<file path="src/rtl/sms_pkg.sv">
////////////////////////////////////////////////////////////////////////////////
// Shared constants and types of the signal measurement timer source block.
////////////////////////////////////////////////////////////////////////////////
package sms_pkg;

    // Byte addresses of the registers, one aligned 32-bit word each.
    localparam logic [5:0] ADDR_CLOCK_SEL = 6'h00;
    localparam logic [5:0] ADDR_WINDOW_SEL = 6'h04;
    localparam logic [5:0] ADDR_SIGNAL_SEL = 6'h08;
    localparam logic [5:0] ADDR_COUNT_LOW = 6'h0C;
    localparam logic [5:0] ADDR_COUNT_HIGH = 6'h10;
    localparam logic [5:0] ADDR_COUNT_UPPER = 6'h14;
    localparam logic [5:0] ADDR_CAP_PERIOD_LOW = 6'h18;
    localparam logic [5:0] ADDR_CAP_PERIOD_HIGH = 6'h1C;
    localparam logic [5:0] ADDR_CAP_PERIOD_UPPER = 6'h20;
    localparam logic [5:0] ADDR_CAP_WIDTH_LOW = 6'h24;
    localparam logic [5:0] ADDR_CONTROL = 6'h28;
    localparam logic [5:0] ADDR_PERIOD_LOW = 6'h2C;
    localparam logic [5:0] ADDR_PERIOD_HIGH = 6'h30;
    localparam logic [5:0] ADDR_PERIOD_UPPER = 6'h34;
    localparam logic [5:0] ADDR_STATUS = 6'h38;

    // Field widths and positions.
    localparam int CLOCK_CODE_W = 3;
    localparam int SOURCE_CODE_W = 5;
    localparam int COUNT_W = 24;
    localparam int SYNC_CHANNELS = 3;
    localparam int CH_CLOCK = 0;
    localparam int CH_WINDOW = 1;
    localparam int CH_SIGNAL = 2;

    // Number of selectable window and signal sources (code 0 is the pin).
    localparam int WINDOW_SOURCES = 24;
    localparam int SIGNAL_SOURCES = 25;

    // Codes that carry each instance's own period match output.
    localparam logic [4:0] MATCH_ONE_CODE = 5'h08;
    localparam logic [4:0] MATCH_TWO_CODE = 5'h09;

    // Values after reset.
    localparam logic [2:0] CLOCK_CODE_RESET = 3'h0;
    localparam logic [4:0] SOURCE_CODE_RESET = 5'h00;
    localparam logic [23:0] COUNT_RESET = 24'h000000;
    localparam logic [23:0] PERIOD_RESET = 24'hFFFFFF;

    // Control register layout, low bits of the word.
    typedef struct packed {
        logic clock_edge_polarity;
        logic signal_polarity;
        logic window_polarity;
        logic halt_on_period_match;
        logic enable;
    } sms_cfg_type;

    localparam sms_cfg_type CFG_RESET = '0;

endpackage : sms_pkg

</file>
<file path="src/rtl/sms_timer_sources.sv">
`timescale 1ns/10ps
////////////////////////////////////////////////////////////////////////////////
// Signal measurement timer: source selectors, counter and capture latches.
////////////////////////////////////////////////////////////////////////////////
// Summary of operation
// - Clock code picks one of eight counting clocks.
// - Window code picks window input; high codes reserved.
// - Signal code picks measured signal; high codes reserved.
// - Own instance match code acts as reserved.
// - 24-bit counter, byte read/write, resets to zero.
// - Captured period latch, read-only, no reset value.
// - Captured width low byte, read-only, no reset.
// - Unused selector bits read zero, ignore writes.
// - Clock polarity picks rising or falling count edge.
// - Window and signal polarity invert active sense.
// - On period match hold or clear, pulse match.
module sms_timer_sources #(
    parameter bit INSTANCE_TWO = 1'b0
) (
    // Clock and reset.
    input wire logic clock_i,
    input wire logic rst_n_i,
    // Avalon-MM register slave.
    input wire logic [5:0] avs_address_i,
    input wire logic avs_read_i,
    input wire logic avs_write_i,
    input wire logic [31:0] avs_writedata_i,
    input wire logic [3:0] avs_byteenable_i,
    output logic [31:0] avs_readdata_o,
    output logic avs_waitrequest_o,
    // Candidate counting clocks, window sources and signal sources.
    input wire logic [7:0] count_clocks_i,
    input wire logic [sms_pkg::WINDOW_SOURCES-1:0] window_sources_i,
    input wire logic [sms_pkg::SIGNAL_SOURCES-1:0] signal_sources_i,
    // Period match pulse.
    output logic period_match_o
);
    import sms_pkg::*;

    ////////////////////////////////////////////////////////////////////////////
    // Declarations.
    ////////////////////////////////////////////////////////////////////////////
    logic [2:0] count_clock_code_r;         // Counting clock selector.
    logic [4:0] window_source_code_r;       // Window source selector.
    logic [4:0] signal_source_code_r;       // Signal source selector.
    sms_cfg_type cfg_r;                     // Enable, halt and polarities.
    logic [23:0] measure_counter_r;         // Running counter.
    logic [23:0] period_value_r;            // Period compare value.
    logic [23:0] captured_period_latch_r;   // Counter at signal active edge.
    logic [7:0] captured_width_latch_r;     // Counter low byte at inactive edge.
    logic waitrequest_r;                    // Bus stall, low for one answer cycle.
    logic [31:0] readdata_r;                // Registered read answer.
    logic period_match_r;                   // One-cycle match pulse.
    logic [SYNC_CHANNELS-1:0] raw;          // Selected, still asynchronous inputs.
    logic [SYNC_CHANNELS-1:0] s1_r;         // Synchroniser first stage.
    logic [SYNC_CHANNELS-1:0] s2_r;         // Synchroniser second stage.
    logic [SYNC_CHANNELS-1:0] s3_r;         // Synchroniser third stage.
    logic [SYNC_CHANNELS-1:0] stab_r;       // Agreed, filtered level.
    logic [SYNC_CHANNELS-1:0] rise;         // Filtered rising edge.
    logic [SYNC_CHANNELS-1:0] fall;         // Filtered falling edge.
    logic wr_ok;                            // Write taken this edge.
    logic rd_now;                           // Read answered this edge.
    logic [7:0] rd_byte;                    // Addressed register contents.
    logic clk_tick;                         // Counting edge of selected clock.
    logic window_open;                      // Window active after polarity.
    logic sig_start;                        // Signal active edge.
    logic sig_end;                          // Signal inactive edge.
    logic count_wr;                         // Software writes a counter byte.
    logic at_period;                        // Counter equals period value.

    // Picks a source by code; reserved codes and the own match code give 0.
    function automatic logic pick_source(input logic [24:0] src, input logic [4:0] code,
                                         input int count);
        logic own;
        own = INSTANCE_TWO ? (code == MATCH_TWO_CODE) : (code == MATCH_ONE_CODE);
        if (own || int'(code) >= count) begin
            pick_source = 1'b0;
        end else begin
            pick_source = src[code];
        end
    endfunction

    ////////////////////////////////////////////////////////////////////////////
    // Source selection.
    ////////////////////////////////////////////////////////////////////////////
    // Selected sources feed the synchronisers; any select glitch is filtered there.
    always_comb begin
        raw[CH_CLOCK] = count_clocks_i[count_clock_code_r];
        raw[CH_WINDOW] = pick_source({1'b0, window_sources_i}, window_source_code_r,
                                     WINDOW_SOURCES);
        raw[CH_SIGNAL] = pick_source(signal_sources_i, signal_source_code_r,
                                     SIGNAL_SOURCES);
    end

    ////////////////////////////////////////////////////////////////////////////
    // Synchronisers and edge filters.
    ////////////////////////////////////////////////////////////////////////////
    // Three stages per channel; a level counts once stages two and three agree.
    genvar g;
    generate
        for (g = 0; g < SYNC_CHANNELS; g = g + 1) begin : g_sync
            always_ff @(posedge clock_i or negedge rst_n_i) begin
                if (!rst_n_i) begin
                    s1_r[g] <= 1'b0;
                    s2_r[g] <= 1'b0;
                    s3_r[g] <= 1'b0;
                    stab_r[g] <= 1'b0;
                end else begin
                    s1_r[g] <= raw[g];
                    s2_r[g] <= s1_r[g];
                    s3_r[g] <= s2_r[g];
                    if (s2_r[g] == s3_r[g]) begin
                        stab_r[g] <= s3_r[g];
                    end
                end
            end
            assign rise[g] = (s2_r[g] == s3_r[g]) && s3_r[g] && !stab_r[g];
            assign fall[g] = (s2_r[g] == s3_r[g]) && !s3_r[g] && stab_r[g];
        end
    endgenerate

    // Polarity choices turn filtered edges and levels into events.
    always_comb begin
        clk_tick = cfg_r.clock_edge_polarity ? fall[CH_CLOCK] : rise[CH_CLOCK];
        window_open = stab_r[CH_WINDOW] ^ cfg_r.window_polarity;
        sig_start = cfg_r.enable && (cfg_r.signal_polarity ? fall[CH_SIGNAL]
                                                             : rise[CH_SIGNAL]);
        sig_end = cfg_r.enable && (cfg_r.signal_polarity ? rise[CH_SIGNAL]
                                                           : fall[CH_SIGNAL]);
        at_period = (measure_counter_r == period_value_r);
    end

    ////////////////////////////////////////////////////////////////////////////
    // Avalon-MM slave.
    ////////////////////////////////////////////////////////////////////////////
    assign wr_ok = avs_write_i && !waitrequest_r && avs_byteenable_i[0];
    assign rd_now = avs_read_i && waitrequest_r;
    assign count_wr = wr_ok && (avs_address_i == ADDR_COUNT_LOW ||
                                avs_address_i == ADDR_COUNT_HIGH ||
                                avs_address_i == ADDR_COUNT_UPPER);

    // Read multiplexer; unmapped addresses answer zero.
    always_comb begin
        case (avs_address_i)
            ADDR_CLOCK_SEL: rd_byte = {5'h00, count_clock_code_r};
            ADDR_WINDOW_SEL: rd_byte = {3'h0, window_source_code_r};
            ADDR_SIGNAL_SEL: rd_byte = {3'h0, signal_source_code_r};
            ADDR_COUNT_LOW: rd_byte = measure_counter_r[7:0];
            ADDR_COUNT_HIGH: rd_byte = measure_counter_r[15:8];
            ADDR_COUNT_UPPER: rd_byte = measure_counter_r[23:16];
            ADDR_CAP_PERIOD_LOW: rd_byte = captured_period_latch_r[7:0];
            ADDR_CAP_PERIOD_HIGH: rd_byte = captured_period_latch_r[15:8];
            ADDR_CAP_PERIOD_UPPER: rd_byte = captured_period_latch_r[23:16];
            ADDR_CAP_WIDTH_LOW: rd_byte = captured_width_latch_r;
            ADDR_CONTROL: rd_byte = {3'h0, cfg_r};
            ADDR_PERIOD_LOW: rd_byte = period_value_r[7:0];
            ADDR_PERIOD_HIGH: rd_byte = period_value_r[15:8];
            ADDR_PERIOD_UPPER: rd_byte = period_value_r[23:16];
            ADDR_STATUS: rd_byte = {5'h00, stab_r[CH_SIGNAL], window_open, cfg_r.enable};
            default: rd_byte = 8'h00;
        endcase
    end

    // One wait cycle per access: waitrequest drops for one cycle, then rises.
    always_ff @(posedge clock_i or negedge rst_n_i) begin
        if (!rst_n_i) begin
            waitrequest_r <= 1'b1;
            readdata_r <= 32'h00000000;
        end else if ((avs_read_i || avs_write_i) && waitrequest_r) begin
            waitrequest_r <= 1'b0;
            if (rd_now) begin
                readdata_r <= {24'h000000, rd_byte};
            end
        end else begin
            waitrequest_r <= 1'b1;
        end
    end

    ////////////////////////////////////////////////////////////////////////////
    // Configuration registers.
    ////////////////////////////////////////////////////////////////////////////
    // Selector, control and period writes; upper selector bits are not stored.
    always_ff @(posedge clock_i or negedge rst_n_i) begin
        if (!rst_n_i) begin
            count_clock_code_r <= CLOCK_CODE_RESET;
            window_source_code_r <= SOURCE_CODE_RESET;
            signal_source_code_r <= SOURCE_CODE_RESET;
            cfg_r <= CFG_RESET;
            period_value_r <= PERIOD_RESET;
        end else if (wr_ok) begin
            case (avs_address_i)
                ADDR_CLOCK_SEL: count_clock_code_r <= avs_writedata_i[2:0];
                ADDR_WINDOW_SEL: window_source_code_r <= avs_writedata_i[4:0];
                ADDR_SIGNAL_SEL: signal_source_code_r <= avs_writedata_i[4:0];
                ADDR_CONTROL: cfg_r <= sms_cfg_type'(avs_writedata_i[4:0]);
                ADDR_PERIOD_LOW: period_value_r[7:0] <= avs_writedata_i[7:0];
                ADDR_PERIOD_HIGH: period_value_r[15:8] <= avs_writedata_i[7:0];
                ADDR_PERIOD_UPPER: period_value_r[23:16] <= avs_writedata_i[7:0];
                default: period_value_r <= period_value_r;
            endcase
        end
    end

    ////////////////////////////////////////////////////////////////////////////
    // Counter.
    ////////////////////////////////////////////////////////////////////////////
    // Software writes win, then a signal start restarts, then a clock tick counts.
    always_ff @(posedge clock_i or negedge rst_n_i) begin
        if (!rst_n_i) begin
            measure_counter_r <= COUNT_RESET;
        end else if (count_wr) begin
            case (avs_address_i)
                ADDR_COUNT_LOW: measure_counter_r[7:0] <= avs_writedata_i[7:0];
                ADDR_COUNT_HIGH: measure_counter_r[15:8] <= avs_writedata_i[7:0];
                default: measure_counter_r[23:16] <= avs_writedata_i[7:0];
            endcase
        end else if (sig_start) begin
            measure_counter_r <= COUNT_RESET;
        end else if (cfg_r.enable && window_open && clk_tick) begin
            if (at_period) begin
                measure_counter_r <= cfg_r.halt_on_period_match ? period_value_r
                                                                : COUNT_RESET;
            end else begin
                measure_counter_r <= measure_counter_r + 24'h000001;
            end
        end
    end

    // Match pulse on every counting edge that finds the counter at the period.
    always_ff @(posedge clock_i or negedge rst_n_i) begin
        if (!rst_n_i) begin
            period_match_r <= 1'b0;
        end else begin
            period_match_r <= !count_wr && !sig_start && cfg_r.enable && window_open &&
                              clk_tick && at_period;
        end
    end

    ////////////////////////////////////////////////////////////////////////////
    // Capture latches.
    ////////////////////////////////////////////////////////////////////////////
    // No reset: contents are undefined until the first capture.
    always_ff @(posedge clock_i) begin
        if (sig_start) begin
            captured_period_latch_r <= measure_counter_r;
        end
        if (sig_end) begin
            captured_width_latch_r <= measure_counter_r[7:0];
        end
    end

    assign avs_readdata_o = readdata_r;
    assign avs_waitrequest_o = waitrequest_r;
    assign period_match_o = period_match_r;
endmodule // sms_timer_sources

</file>
<file path="config.mk">
export PLATFORM = sky130hd
export DESIGN_NAME = sms_timer_sources
export DESIGN_NICKNAME = d
export VERILOG_FILES = /design/src/rtl/sms_pkg.sv /design/src/rtl/sms_timer_sources.sv
export SDC_FILE = /design/constraint.sdc
export NUM_CORES = 1
export LEC_CHECK = 0
export ABC_CLOCK_PERIOD_IN_PS = 6440
export BUFFER_PORTS_ARGS = -buffer_cell sky130_fd_sc_hd__clkbuf_2
export CORE_MARGIN = 2
export CORE_UTILIZATION = 45
export DETAILED_ROUTE_END_ITERATION = 10
export GPL_ROUTABILITY_DRIVEN = 0
export PLACE_DENSITY_LB_ADDON = 0.12
export SETUP_SLACK_MARGIN = 0.02
export SKIP_CTS_REPAIR_TIMING = 1
export SYNTH_ARGS = -nofsm -noshare
export SYNTH_HDL_FRONTEND = slang
export SYNTH_SLANG_ARGS = --single-unit
</file>
<file path="constraint.sdc">
create_clock -name clock_i -period 6.44 [get_ports clock_i]
set_clock_uncertainty 0.2 [all_clocks]
set_input_delay 0.322 -clock clock_i [delete_from_list [all_inputs] [get_ports clock_i]]
set_output_delay 0.322 -clock clock_i [all_outputs]
set_load 0.02 [all_outputs]
</file>
# ---- Word-level counts from Yosys, hierarchy flattened
# Cells that the tools add are included.
dict set report op_classes {
  eq_ne 23
  muxes 21
  n_addsub 1
  n_reduce_logical 48
  n_bitwise 1
  n_lt_le_gt_ge 5
}
# operator n
set op_table {}
lappend op_table {{24-bit 2-to-1 mux} 5}
lappend op_table {{8-bit case mux with 15 select lines} 1}
lappend op_table {{6-bit equality test (second input constant)} 7}
lappend op_table {{24-bit by 1-bit adder with 24-bit output (second input constant)} 1}
lappend op_table {{24-bit equality test} 1}
lappend op_table {{6-bit by 5-bit equality test with 1-bit output (second input constant)} 4}
lappend op_table {{8-bit 2-to-1 mux} 3}
lappend op_table {{1-bit logical AND} 22}
lappend op_table {{2-bit AND reduction} 11}
lappend op_table {{6-bit by 4-bit equality test with 1-bit output (second input constant)} 2}
lappend op_table {{5-bit by 6-bit less-than comparator with 1-bit output (second input constant)} 2}
lappend op_table {{1-bit binary-select mux with 5-bit select} 2}
lappend op_table {{5-bit by 4-bit equality test with 1-bit output (second input constant)} 2}
lappend op_table {{5-bit greater-or-equal comparator (second input constant)} 2}
lappend op_table {{1-bit 2-to-1 mux} 9}
lappend op_table {{1-bit logical NOT} 7}
lappend op_table {{6-bit by 3-bit equality test with 1-bit output (second input constant)} 1}
lappend op_table {{6-bit logical NOT} 1}
lappend op_table {{1-bit logical OR} 5}
lappend op_table {{3-bit by 4-bit less-than comparator with 1-bit output (second input constant)} 1}
lappend op_table {{2-bit by 1-bit inequality test with 1-bit output (second input constant)} 2}
lappend op_table {{1-bit binary-select mux with 3-bit select} 1}
lappend op_table {{1-bit equality test} 3}
lappend op_table {{3-bit nonzero test} 1}
lappend op_table {{3 further kinds} 3}
dict set report totals {
  out_inout_bits 34
  word_cells 130
  input_bits 103
  ff_bits 120
}

# ---- Logic depth before layout (Yosys ltp)
dict set report depth {
  ltp_word 11
  depth_mapped 11
  ltp_nobuf 9
}

# ---- Worst setup path after synthesis
# Ideal clock, no wire load.
dict set report synth_path {
  kind {register -> register}
  startpoint {reg s2_r[2]}
  endpoint {reg measure_counter_r[16]}
  setup_ns 0.126
  period_less_slack_ns 2.607
  path_stages_with_launch 10
  required_ns 6.114
  path_slack_ns 3.833
  t_arrival_ns 2.281
  path_buffers 1
  path_cell_list {dfrtp_1 ha_1 nor3b_1 o21ai_2 inv_1 nor2_2 and4_4 buf_6 and2_1 a221o_1}
}
dict set report synth_via {
  elab_chain_len 7
  word_cells_on_any_way 11
  cone_classes {eq/ne: 1; mux: 3; reduce/logical: 7}
}
# element line_no
set synth_rtl {}
lappend synth_rtl {{start: declaration} sms_timer_sources.sv:56} ;# logic [SYNC_CHANNELS-1:0] s2_r;
lappend synth_rtl {{start signal: indexed assignment} sms_timer_sources.sv:110} ;# s2_r[g] <= s1_r[g];
lappend synth_rtl {{1-bit equality test *} {sms_timer_sources.sv:117, sms_timer_sources.sv:118}}
lappend synth_rtl {{1-bit logical AND, on equally long branches (2 in a row)} {sms_timer_sources.sv:117, sms_timer_sources.sv:118}}
lappend synth_rtl {{1-bit 2-to-1 mux *} sms_timer_sources.sv:126} ;# sig_start = cfg_r.enable && (cfg_r.signal_polarity ? fall[CH_SIGNAL]
lappend synth_rtl {{1-bit logical AND *} sms_timer_sources.sv:126}
lappend synth_rtl {{3-bit nonzero test (no line) or 24-bit 2-to-1 mux (tied branches)} n/a}
lappend synth_rtl {{2-bit AND reduction (no line) or 24-bit 2-to-1 mux (tied branches)} n/a}
lappend synth_rtl {{end signal: assignment} sms_timer_sources.sv:215} ;# default: measure_counter_r[23:16] <= avs_writedata_i[7:0];
lappend synth_rtl {{end signal: assignment} sms_timer_sources.sv:221} ;# measure_counter_r <= cfg_r.halt_on_period_match ? period_value_r
lappend synth_rtl {{end signal: assignment} sms_timer_sources.sv:224} ;# measure_counter_r <= measure_counter_r + 24'h000001;
lappend synth_rtl {{end: declaration} sms_timer_sources.sv:47} ;# logic [23:0] measure_counter_r;
# Every way passes the cells marked *; elsewhere a longest branch is shown, timed or not.
# A chain may end at the register's enable or synchronous reset.

# ---- Worst setup path after layout
dict set report layout_path {
  startpoint {in avs_address_i[2]}
  endpoint {reg measure_counter_r[19]}
}
dict set report layout_via {
  elab_chain_len 6
  word_cells_on_any_way 11
  cone_classes {eq/ne: 4; mux: 1; reduce/logical: 6}
}
# element line_no
set layout_rtl {}
lappend layout_rtl {{start: declaration} sms_timer_sources.sv:24} ;# input wire logic [5:0] avs_address_i,
lappend layout_rtl {{6-bit by 4-bit equality test with 1-bit output or 6-bit by 5-bit equality test with 1-bit output (tied branches)} {sms_timer_sources.sv:138, sms_timer_sources.sv:212, sms_timer_sources.sv:139}}
lappend layout_rtl {{1-bit logical OR} sms_timer_sources.sv:138} ;# assign count_wr = wr_ok && (avs_address_i == ADDR_COUNT_LOW ||
lappend layout_rtl {{1-bit logical OR} sms_timer_sources.sv:139} ;# avs_address_i == ADDR_COUNT_HIGH ||
lappend layout_rtl {{1-bit logical AND} sms_timer_sources.sv:138}
lappend layout_rtl {{2-bit inequality test (no line) or 3-bit nonzero test (tied branches)} n/a}
lappend layout_rtl {{2-bit AND reduction (no line)} n/a}
# Several ways; a longest one is shown, not always the timed one.

==> run_results.csv <==
group,metric,value,unit
timing,period_share,48.8,%
timing,drv_slew,0,
floorplanning,die_area,0.0169,mm^2
critical_path,crit_slowest_cell,"a31oi_1",
clock_network,numCtsBuffers,17,
clock_network,cts_htree_levels,4,
critical_path,required,6.54,ns
synthesis,synth.most_common_cell,"nand2_1",
cells_and_area,diodes,0,
critical_path,crit_type,"input port to flip-flop",
timing,setup_violations,0,
synthesis,syn_area,0.00716,mm^2
clock_network,path_clk_slew,0.06,ns
clock_network,clock-root-buffer,"clkbuf_16",
critical_path,slowest_delay,0.95,ns
global_route,grt_pass1_wl,33500,um
timing,hold_slack,0.0232,ns
critical_path,critPathArrivalTime,3.24,ns
timing,final-hold-violation-count,0,
synthesis,ys_ff_latch,120,
synthesis,seq_area_frac_synth,44.6,%
synthesis,ys_warn_count,0,
global_route,grt_pass1_vias,5938,
critical_path,worst_setup_path_start_kind,"input port",
outcome,status,"finished, final reports clean",
detailed_routing,route.vias.total,6078,
clock_network,clock_latency,0.43,ns
pwr,power_per_cell_area,242,mW/mm^2
critical_path,crit_chain,"clkbuf_2 > nand3b_1 > a211o_1 > a31oi_1 > o21ai_0 > a31oi_1 > o21ai_1",
floorplanning,rows,46,
run,max_cap_violations,0,
synthesis,syn_inst,682,
floorplanning,die_y,130,um
critical_path,cp_common_cell,"a31oi_1",
timing,max_clock_freq,0.318,GHz
detailed_routing,ant_nets,0,
clock_network,tritoncts,"done",
synthesis,netlist.area_leader.share,22.0,%
detailed_routing,drt_wl_total,21600,um
detailed_routing,wire_per_inst,22.2,um
timing,fin_setup_tns,0,ns
global_route,grt_overflow,0,
global_route,antenna_found_initial,0,
pwr,vdd_drop_max,192,uV
synthesis,async_flop_share,73.3,%
floorplanning,io_pins,137,
placement,place_inst,937,
cells_and_area,stdcell_count,974,
critical_path,worstPathMaxFanout,30,
synthesis,netlist_top_cells_area,"dfrtp_1, edfxtp_1, dfstp_2",
timing,worst_pin_slew,1.27,ns
cells_and_area,nets,853,
min_path,hold_path_class,"input port to flip-flop",
synthesis,synth_edf_count,32,
critical_path,crit_path_end_kind,"flip-flop",
cells_and_area,area_growth_syn_to_layout,14.3,%
detailed_routing,dr.pass1.iters,7,
timing,period_needed,3.14,ns
floorplanning,start_util,45.6,%
timing,slew_headroom,14.7,%
clock_network,cts.sink_count,120,
global_route,grt_max_degree,51,
detailed_routing,drc_errors,0,
global_route,grt_use_total,26.7,%
timing,rsz0062_at_grt,"false",
clock_network,cts_buffer_depth,2,
synthesis,yosysUniqueCellTypes,73,
pwr,p_leak,3.30,nW
floorplanning,core_area,0.0157,mm^2
placement,io_buffers,83,
floorplanning,die_w,130,um
detailed_routing,drt-initial-drc-count,876,
cells_and_area,drive_gt1_share,29.2,%
cells_and_area,post-route-util,52.1,%
synthesis,ys.flop_type,"dfrtp_1",
synthesis,avgSynthCellArea,10.5,um^2
synthesis,synth_common_cells,"nand2_1, dfrtp_1, mux2_2, edfxtp_1, nand3_1",
detailed_routing,via_per_inst,6.24,
synthesis,yosysTopAreaCell,"dfrtp_1",
placement,place.detailed.hpwl,15400,um
routing by layer:
layer | wire length, um | track usage [%] | up-vias
li1 | - | - | 2660
met1 | 8990 | 36.7 | 3004
met2 | 10100 | 41.5 | 366
met3 | 2080 | 6.52 | 48
met4 | 444 | 9.42 | 0
met5 | 0 | 0 | -
cells in the final DEF (no fill, tap or decap), types with 6 or more instances in the layout:
cell       count
nand2_1       64
dfrtp_1       63
inv_1         20
dfstp_2       25
a2bb2oi_1      6
a22o_1         6
o22ai_1        9
a221oi_1       7
mux2i_1       11
a211oi_1      10
buf_4          6
o21ai_0       30
conb_1        24
a21oi_1       20
nor3_1         8
nor2_1        25
edfxtp_1      32
nand4_1       20
and2_1        10
and3_1        17
a31oi_1       13
nand3_1       32
clkbuf_2      82
clkbuf_16     17
a32oi_1        6
mux2_2        44
a222oi_1       8
mux4_2        14
a22oi_1        7
xnor2_1       26
cell families (layout without fill, tap and decap cells):
group	count (synthesis)	count (layout)	share of synthesized area [%]
xor gates and xnor gates	27	27	3.30
other	1	24	0.0524
DFF	120	120	44.6
muxes	69	69	12.9
adders and majority gates	6	6	1.01
AOI/OAI and AO/OA	159	159	15.9
and+or+nand+nor	208	208	15.5
buffers and inverters	92	145	6.78
power breakdown:
group	internal (mW)	switching (mW)	total [mW]	leakage [nW]
Clock	0.559	0.359	0.918	0.277
Combinational	0.0849	0.101	0.186	1.64
Sequential	0.822	0.0590	0.881	1.38
Total	1.47	0.519	1.99	3.30
final cells by class:
type / instances / area (um^2)
clock buffer: 21 / 470
clock inverter: 11 / 96.3
fill: 1466 / 7520
inverter: 20 / 75.1
multi-input combinational: 493 / 3580
sequential: 120 / 3190
tap: 216 / 270
timing repair buffer: 93 / 505
flip-flops by register name, indices dropped and copies added (netlist names), 5 cells and up:
signal	count
captured_width_latch_r	8
measure_counter_r	24
cfg_r	5
captured_period_latch_r	24
period_value_r	24
avs_readdata_o	8
window_source_code_r	5
signal_source_code_r	5
final timing paths:
check                                   startpoint                     to  slack [ns]  cells after the start
worst max-delay path              avs_address_i[2]  measure_counter_r[19]        3.30                      7
worst min-delay path            avs_writedata_i[6]     period_value_r[14]        0.02                      2
worst max register to register             s2_r[2]   measure_counter_r[1]        3.36                      8
worst min register to register             s1_r[1]                s2_r[1]        0.14                      0
max in group asynchronous                  rst_n_i  measure_counter_r[22]        4.78                      3
min in group asynchronous                  rst_n_i  count_clock_code_r[1]        0.21                      2
critical path, delay by kind of cell:
| family | cells | cell delay (ns) |
|---|---|---|
| AOI/OAI and AO/OA | 5 | 1.99 |
| buffers and inverters | 1 | 0.58 |
| and+or+nand+nor | 1 | 0.33 |
through the flow:
step | area (um^2) | worst slack, ns | total power [mW]
floorplan | 7250 | 3.83 | 1.00
global placement | 7570 | 2.97 | 1.07
detailed placement | 7570 | 2.90 | 1.08
CTS | 8140 | 3.35 | 1.99
global route | 8190 | 3.05 | 2.05
finish | 8190 | 3.30 | 1.99
Power figures use the tool's default switching activity.
